[config.mk]
export PLATFORM = sky130hd
export DESIGN_NAME = uart_line_format_control
export DESIGN_NICKNAME = d
export VERILOG_FILES = /design/src/lfc_pkg.sv /design/src/lfc_parity_unit.sv /design/src/uart_line_format_control.sv
export SDC_FILE = /design/constraint.sdc
export NUM_CORES = 1
export LEC_CHECK = 0
export BUFFER_PORTS_ARGS = -buffer_cell sky130_fd_sc_hd__buf_2
export CAP_MARGIN = 20
export CORE_MARGIN = 4
export CORE_UTILIZATION = 30
export CTS_CLUSTER_SIZE = 40
export DETAILED_ROUTE_END_ITERATION = 10
export SLEW_MARGIN = 5
export SYNTH_ARGS = -nofsm -noshare
export SYNTH_HDL_FRONTEND = slang
export SYNTH_SLANG_ARGS = --single-unit
[constraint.sdc]
create_clock -name mclk -period 3.14 [get_ports mclk]
set_clock_uncertainty 0.15 [all_clocks]
set_input_delay 0.314 -clock mclk [delete_from_list [all_inputs] [get_ports mclk]]
set_output_delay 0.314 -clock mclk [all_outputs]
set_load 0.005 [all_outputs]
[src/lfc_pkg.sv]
// Constants for the line format control block of one UART channel.
// Assumes an 8-bit host bus with a 3-bit channel address, write and read strobes.
package lfc_pkg;
    // ****************************************
    // Register map
    // ****************************************
    localparam logic [2:0] ADDR_DATA = 3'h0;     // Holding regs / divisor low
    localparam logic [2:0] ADDR_IER = 3'h1;      // Interrupt enable / divisor high
    localparam logic [2:0] ADDR_ALT = 3'h2;      // Fifo control / enhanced feature
    localparam logic [2:0] ADDR_LFC = 3'h3;      // Line format control
    localparam logic [2:0] ADDR_XON1 = 3'h4;     // Flow character 1
    localparam logic [2:0] ADDR_XON2 = 3'h5;     // Flow character 2
    localparam logic [2:0] ADDR_XOFF1 = 3'h6;    // Flow character 3
    localparam logic [2:0] ADDR_XOFF2 = 3'h7;    // Flow character 4
    // ****************************************
    // Line format control fields
    // ****************************************
    localparam int BIT_DIV_ACCESS = 7;
    localparam int BIT_BREAK = 6;
    localparam int BIT_PAR_FORCE = 5;
    localparam int BIT_PAR_TYPE = 4;
    localparam int BIT_PAR_EN = 3;
    localparam logic [7:0] LFC_RESET = 8'h00;
    localparam logic [7:0] LFC_ENHANCED_KEY = 8'hBF;
    localparam logic [7:0] REG_RESET = 8'h00;
    localparam logic [15:0] DIV_RESET = 16'h0001;
    localparam logic [15:0] BAUD_OVERSAMPLE = 16'h0010;
endpackage : lfc_pkg

[src/lfc_parity_unit.sv]
// Parity generation and checking for one character.
// Assumes the character is presented as an 8-bit word with its length in bits.
`timescale 1ns/1ps
module lfc_parity_unit
    import lfc_pkg::*;
(
    input wire logic [7:0] data,
    input wire logic [3:0] nbits,
    input wire logic par_en,
    input wire logic par_type,
    input wire logic par_force,
    input wire logic rx_par_bit,
    output logic par_active,
    output logic par_bit,
    output logic par_err
);
    // ****************************************
    // Parity value
    // ****************************************
    always_comb
    begin
        logic x;
        x = 1'b0;
        for (int i = 0; i < 8; i++)
        begin
            if (i < int'(nbits))
            begin
                x = x ^ data[i];
            end
        end
        par_active = par_en;
        if (par_force)
        begin
            par_bit = ~par_type;
        end
        else
        begin
            par_bit = par_type ? x : ~x; // Even or odd
        end
        par_err = par_en && (rx_par_bit != par_bit);
    end
endmodule : lfc_parity_unit

[src/uart_line_format_control.sv]
// One UART channel with its line format control register.
// Assumes synchronous host strobes on mclk; the serial receive pin is asynchronous.
`timescale 1ns/1ps
module uart_line_format_control
    import lfc_pkg::*;
(
    input wire logic mclk,
    input wire logic arst_n,
    input wire logic [2:0] addr,
    input wire logic [7:0] wdata,
    input wire logic wr_en,
    input wire logic rd_en,
    input wire logic serial_rx_in,
    output logic [7:0] rdata,
    output logic serial_tx_out,
    output logic rx_parity_error
);
    // ****************************************
    // Registers
    // ****************************************
    typedef enum logic [3:0] {IDLE = 4'b0001, START = 4'b0010, BITS = 4'b0100, STOP = 4'b1000} txs_t;
    logic [7:0] line_format_control_q;        // Format register
    logic [15:0] divisor_q;                    // Baud divisor latch
    logic [7:0] ier_q;                         // Interrupt enable store
    logic [7:0] enhanced_feature_reg_q;        // Enhanced features
    logic [7:0] flow_char_q [4];               // Flow control characters
    logic [7:0] tx_hold_q;                     // Holding byte
    logic tx_pend_q;                           // Holding byte waiting
    logic [7:0] rx_hold_q;                     // Last received byte
    logic [15:0] baud_cnt_q;                   // Tick divider
    logic tick_q;                              // Oversample tick
    txs_t tx_state_q;                          // Transmit state
    logic [7:0] tx_shift_q;                    // Transmit shift
    logic [3:0] tx_idx_q;                      // Bit index
    logic [3:0] tx_sub_q;                      // Oversample phase
    logic tx_line_q;                           // Transmitter line level
    logic [1:0] rx_sync_q;                     // Receive pin synchroniser
    logic rx_busy_q;                           // Receiving a character
    logic [3:0] rx_sub_q;
    logic [3:0] rx_idx_q;
    logic [7:0] rx_shift_q;
    wire div_access = line_format_control_q[BIT_DIV_ACCESS];
    wire enhanced = (line_format_control_q == LFC_ENHANCED_KEY);
    wire [3:0] nbits = 4'(5 + int'(line_format_control_q[1:0]));
    wire tx_par_act, tx_par_bit, rx_par_act, rx_par_err;
    // ****************************************
    // Parity units
    // ****************************************
    lfc_parity_unit u_tx_par (.data(tx_shift_q), .nbits(nbits), .par_en(line_format_control_q[BIT_PAR_EN]),
        .par_type(line_format_control_q[BIT_PAR_TYPE]), .par_force(line_format_control_q[BIT_PAR_FORCE]),
        .rx_par_bit(1'b0), .par_active(tx_par_act), .par_bit(tx_par_bit), .par_err());
    lfc_parity_unit u_rx_par (.data(rx_shift_q), .nbits(nbits), .par_en(line_format_control_q[BIT_PAR_EN]),
        .par_type(line_format_control_q[BIT_PAR_TYPE]), .par_force(line_format_control_q[BIT_PAR_FORCE]),
        .rx_par_bit(rx_sync_q[1]), .par_active(rx_par_act), .par_bit(), .par_err(rx_par_err));
    // ****************************************
    // Register writes
    // ****************************************
    always_ff @(posedge mclk or negedge arst_n)
    begin
        if (!arst_n)
        begin
            line_format_control_q <= LFC_RESET;
            divisor_q <= DIV_RESET;
            ier_q <= REG_RESET;
            enhanced_feature_reg_q <= REG_RESET;
            for (int i = 0; i < 4; i++) flow_char_q[i] <= REG_RESET;
        end
        else if (wr_en)
        begin
            if (addr == ADDR_LFC)
            begin
                line_format_control_q <= wdata;
            end
            else if (enhanced)
            begin
                // Enhanced set
                if (addr == ADDR_ALT) enhanced_feature_reg_q <= wdata;
                else if (addr >= ADDR_XON1) flow_char_q[addr[1:0]] <= wdata;
                else if (addr == ADDR_DATA) divisor_q[7:0] <= wdata;
                else divisor_q[15:8] <= wdata;
            end
            else if (div_access)
            begin
                // Special set
                if (addr == ADDR_DATA) divisor_q[7:0] <= wdata;
                else if (addr == ADDR_IER) divisor_q[15:8] <= wdata;
            end
            else
            begin
                // Ordinary set
                if (addr == ADDR_IER) ier_q <= wdata;
            end
        end
    end
    // ****************************************
    // Read data
    // ****************************************
    always_ff @(posedge mclk or negedge arst_n)
    begin
        if (!arst_n)
        begin
            rdata <= 8'h00;
        end
        else if (rd_en)
        begin
            if (addr == ADDR_LFC) rdata <= line_format_control_q;
            else if (enhanced && addr == ADDR_ALT) rdata <= enhanced_feature_reg_q;
            else if (enhanced && addr >= ADDR_XON1) rdata <= flow_char_q[addr[1:0]];
            else if (div_access && addr == ADDR_DATA) rdata <= divisor_q[7:0];
            else if (div_access && addr == ADDR_IER) rdata <= divisor_q[15:8];
            else if (!div_access && addr == ADDR_DATA) rdata <= rx_hold_q;
            else if (!div_access && addr == ADDR_IER) rdata <= ier_q;
            else rdata <= 8'h00;
        end
    end
    // ****************************************
    // Holding byte
    // ****************************************
    always_ff @(posedge mclk or negedge arst_n)
    begin
        if (!arst_n)
        begin
            tx_hold_q <= 8'h00;
            tx_pend_q <= 1'b0;
        end
        else if (wr_en && addr == ADDR_DATA && !div_access)
        begin
            tx_hold_q <= wdata;
            tx_pend_q <= 1'b1;
        end
        else if (tx_state_q == IDLE && tick_q)
        begin
            tx_pend_q <= 1'b0;
        end
    end
    // ****************************************
    // Baud tick divider
    // ****************************************
    always_ff @(posedge mclk or negedge arst_n)
    begin
        if (!arst_n)
        begin
            baud_cnt_q <= 16'h0000;
            tick_q <= 1'b0;
        end
        else
        begin
            tick_q <= (baud_cnt_q == 16'h0000);
            baud_cnt_q <= (baud_cnt_q == 16'h0000) ? divisor_q - 16'h0001 : baud_cnt_q - 16'h0001;
        end
    end
    // ****************************************
    // Transmitter
    // ****************************************
    always_ff @(posedge mclk or negedge arst_n)
    begin
        if (!arst_n)
        begin
            tx_state_q <= IDLE;
            tx_shift_q <= 8'h00;
            tx_idx_q <= 4'h0;
            tx_sub_q <= 4'h0;
            tx_line_q <= 1'b1;
        end
        else if (tick_q)
        begin
            tx_sub_q <= tx_sub_q + 4'h1;
            unique case (tx_state_q)
                IDLE:
                begin
                    tx_line_q <= 1'b1;
                    tx_sub_q <= 4'h0;
                    if (tx_pend_q)
                    begin
                        tx_shift_q <= tx_hold_q;
                        tx_state_q <= START;
                        tx_line_q <= 1'b0;
                    end
                end
                START:
                begin
                    if (tx_sub_q == 4'hF)
                    begin
                        tx_state_q <= BITS;
                        tx_idx_q <= 4'h0;
                        tx_line_q <= tx_shift_q[0];
                    end
                end
                BITS:
                begin
                    if (tx_sub_q == 4'hF)
                    begin
                        tx_idx_q <= tx_idx_q + 4'h1;
                        if (tx_idx_q + 4'h1 < nbits) tx_line_q <= tx_shift_q[tx_idx_q[2:0] + 3'h1];
                        else if (tx_idx_q + 4'h1 == nbits && tx_par_act) tx_line_q <= tx_par_bit;
                        else
                        begin
                            tx_line_q <= 1'b1;
                            tx_state_q <= STOP;
                        end
                    end
                end
                STOP:
                begin
                    if (tx_sub_q == 4'hF) tx_state_q <= IDLE;
                end
            endcase
        end
    end
    // ****************************************
    // Serial output with break override
    // ****************************************
    always_ff @(posedge mclk or negedge arst_n)
    begin
        if (!arst_n) serial_tx_out <= 1'b1;
        else serial_tx_out <= line_format_control_q[BIT_BREAK] ? 1'b0 : tx_line_q;
    end
    // ****************************************
    // Receiver
    // ****************************************
    always_ff @(posedge mclk or negedge arst_n)
    begin
        if (!arst_n)
        begin
            rx_sync_q <= 2'b11;
            rx_busy_q <= 1'b0;
            rx_sub_q <= 4'h0;
            rx_idx_q <= 4'h0;
            rx_shift_q <= 8'h00;
            rx_hold_q <= 8'h00;
            rx_parity_error <= 1'b0;
        end
        else
        begin
            rx_sync_q <= {rx_sync_q[0], serial_rx_in};
            if (tick_q)
            begin
                if (!rx_busy_q)
                begin
                    rx_sub_q <= 4'h0;
                    rx_idx_q <= 4'h0;
                    if (!rx_sync_q[1]) rx_busy_q <= 1'b1;
                end
                else
                begin
                    rx_sub_q <= rx_sub_q + 4'h1;
                    if (rx_sub_q == 4'h7 && rx_idx_q != 4'h0)
                    begin
                        // Sample mid bit; index 1.. holds data, then parity, then stop
                        if (rx_idx_q <= nbits) rx_shift_q[rx_idx_q[2:0] - 3'h1] <= rx_sync_q[1];
                        else if (rx_idx_q == nbits + 4'h1 && rx_par_act)
                            rx_parity_error <= rx_par_err;
                        else
                        begin
                            rx_busy_q <= 1'b0;
                            rx_hold_q <= rx_shift_q;
                        end
                    end
                    if (rx_sub_q == 4'hF) rx_idx_q <= rx_idx_q + 4'h1;
                end
            end
        end
    end
endmodule : uart_line_format_control

==> impl_metrics.toml <==
[synth]
ys_seq_area_frac = 0.474
synth_flop_cell = "dfrtp_1"
ys_warn_count = 0
synth_seq_cells = 156
synth_edf_count = 0
syn-num-nets = 730
async_flop_share = 1.00
syn-cell-area_um2 = 8250
syn_inst = 695
avgSynthCellArea_um2 = 11.9
synth_cell_type_count = 79

[worst_setup_path]
critPathKind = "flip-flop to flip-flop"
cp-start-kind = "flip-flop"
cp-end-kind = "flip-flop"
cp.required_ps = 3310
crit_slowest_cell = "or4_4"
arrival_ps = 3080
cpPeakStageDelay_ps = 580
crit_path_cell_trace = "or4_4, nor4_4, nand2_4, inv_6, a21oi_1, ha_1, or3b_4, nor2_2, o31ai_2, nor2_1, xnor2_1"
crit_fanout = 6
rrSetupSlack_ps = 230

[run]
maxCapViolCount = 0

[clock_network]
cts-buffers-inserted = 17
clkTransAtPathRegs_ps = 70
ctsLongestPathBuffers = 2
cts_sinks = 156
cts.htree.levels = 4
cts_tree = "yes"
cts-root-buf = "clkbuf_16"
clk_latency_ps = 430

[finish]
top_register = "flow_char_q"
drive_gt1_frac = 0.326
n_antenna_cell = 0
final_nets = 755
final_cell_mix = "148 x dfrtp_1, 105 x mux2_2, 35 x o21ai_0"
multi_input_area_um2 = 4100
area_growth_pct = 13.8
largestRegisters = "flow_char_q x32, baud_cnt_q x16, divisor_q x16"
largest_reg_flops = 32
fill_cells = 2675
final_common_cell = "dfrtp_1"
layout.area.seq_um2 = 3910

[pwr]
irDropWorstVdd_mv = 0.313
power.density_nw_per_um2 = 547
p_leak_nw = 4.05

[drt]
post_drt_wl_per_cell_um = 17.5
routed_wl_mm = 18.8
via_count = 5471
drt.antenna.violating_nets = 0
avgViaCountPerCell = 5.09
drc = 0
drtPass1Iterations = 4
drt_iter0_drc = 348

[floorplan]
initial_utilization = 0.305
die_x_um = 174
die_h_um = 174
ioPinCount = 26
core_area_um2 = 27000
std_cell_rows = 60
die_area_um2 = 30200

[sta]
setup_viol = 0
hold_violations = 0
holdWs_ps = 155
setup_slack_ps = 229
finalMaxSlewViolations = 0
slew_headroom = 0.487
max_freq_mhz = 344
tightest_slew_ps = 769
fin_crit_sh = 0.927
finalSetupTns_ps = 0
rsz0062_at_grt = "no"
min_period_ps = 2910

[place]
dp_hpwl_mm = 13.0
dp_slack_ps = 141
portBuffers = 25
gp_congestion = 0.788

[grt]
grt_pass1_vias = 5501
track_usage = 0.128
grt_max_degree = 78
antenna_found_initial = 0
grt_pass1_wl_mm = 31.2
grt-ovfl-total = 0

[run_status]
outcome = "complete, no violations"

[hold_path]
hold_path.class = "input pin to flip-flop"
## cell families after synthesis
| kind of cell | count (synthesis) | share of synthesized area |
|---|---|---|
| flip-flops | 156 | 0.474 |
| XOR/XNOR | 34 | 0.0394 |
| AO/OA/AOI/OAI | 130 | 0.107 |
| AND/OR/NAND/NOR | 174 | 0.126 |
| adder cells (fa/ha/maj) | 19 | 0.0288 |
| buffers and inverters | 56 | 0.0300 |
| multiplexers | 126 | 0.195 |
## cell type report
| class | count | area share |
|---|---|---|
| Sequential cell | 156 | 0.417 |
| Inverter | 20 | 0.00853 |
| Clock inverter | 15 | 0.0169 |
| Clock buffer | 17 | 0.0453 |
| Timing Repair Buffer | 42 | 0.0308 |
| Tap cell | 341 | 0.0454 |
| Multi-Input combinational cell | 483 | 0.436 |
## timing repair
action	4_1_cts	5_1_grt
resized for setup	0	4
hold buffers	2	0
setup buffers	0	2
endpoints found under the hold margin	71	0
setup endpoints to repair	0	2
## per-stage QoR
step / std cells / power (W) / utilization / cell area, um^2
3_3_place_gp: 1038 / 0.00310 / 0.324 / 8760
4_1_cts: 1072 / 0.00520 / 0.347 / 9370
3_5_place_dp: 1038 / 0.00313 / 0.324 / 8760
2_1_floorplan: 695 / 0.00284 / - / 8250
5_1_grt: 1074 / 0.00538 / 0.348 / 9390
6_report: 1074 / 0.00514 / 0.348 / 9390
## worst max-delay path, delay by kind of cell, from the launching register on
kind | cells | cell delay [ps]
AND/OR/NAND/NOR | 6 | 1600
flip-flops | 1 | 400
buffers and inverters | 1 | 70
adder cells (fa/ha/maj) | 1 | 220
XOR/XNOR | 1 | 150
AO/OA/AOI/OAI | 2 | 200
## layer usage
metal | part of all wire | wire (um) | global-route usage | up-vias
li1 | - | - | - | 2640
met1 | 0.49 | 9230 | 0.183 | 2762
met2 | 0.47 | 8940 | 0.201 | 54
met3 | 0.029 | 538 | 0.0277 | 15
met4 | 0.0071 | 133 | 0.0277 | 0
met5 | 0 | 0 | 0 | -
## Yosys cell counts (all sizes together) (2+ instances only)
cell type,count,area share
dfrtp,150,0.45
mux2,105,0.14
o31ai,6,0.0061
nor4,11,0.014
o21a,6,0.0055
mux2i,4,0.0049
a22o,12,0.013
dfstp,6,0.019
a21o,6,0.0056
and3,3,0.0023
xnor3,2,0.0055
or3,4,0.0030
nand3,20,0.012
o22ai,3,0.0023
a2111oi,2,0.0036
nor2,31,0.015
buf,19,0.013
a31oi,10,0.0076
nor3,19,0.014
mux4,17,0.046
or4,5,0.0055
nor3b,10,0.0091
o21ai,39,0.024
nand2b,5,0.0038
nand3b,3,0.0042
clkinv,2,0.00091
clkbuf,17,0.0077
or4b,2,0.0024
xor2,7,0.0074
ha,19,0.029
nand4,7,0.0053
inv,18,0.0088
nor2b,9,0.0068
nor4b,2,0.0029
xnor2,25,0.027
or2,4,0.0030
nand2,34,0.017
o2bb2ai,2,0.0021
a21oi,28,0.019
## report_power, final
part,switching [W],total (W),internal (W)
sequential,0.000221,0.00242,0.00219
combinational,0.000320,0.000667,0.000347
clock,0.000988,0.00206,0.00107
total,0.00153,0.00514,0.00361
## worst paths after layout
| check | from | to | cells after the start |
|---|---|---|---|
| setup / recovery | baud_cnt_q[1] | baud_cnt_q[14] | 11 |
| hold / removal | wdata[7] | flow_char_q[7] | 2 |
| setup reg to reg | baud_cnt_q[1] | baud_cnt_q[14] | 11 |
| hold reg to reg | rx_sync_q[0] | rx_sync_q[1] | 0 |
| max in group asynchronous | arst_n | divisor_q[0] | 3 |
| min in group asynchronous | arst_n | rx_sub_q[0] | 2 |
Power figures use the tool's default switching activity.
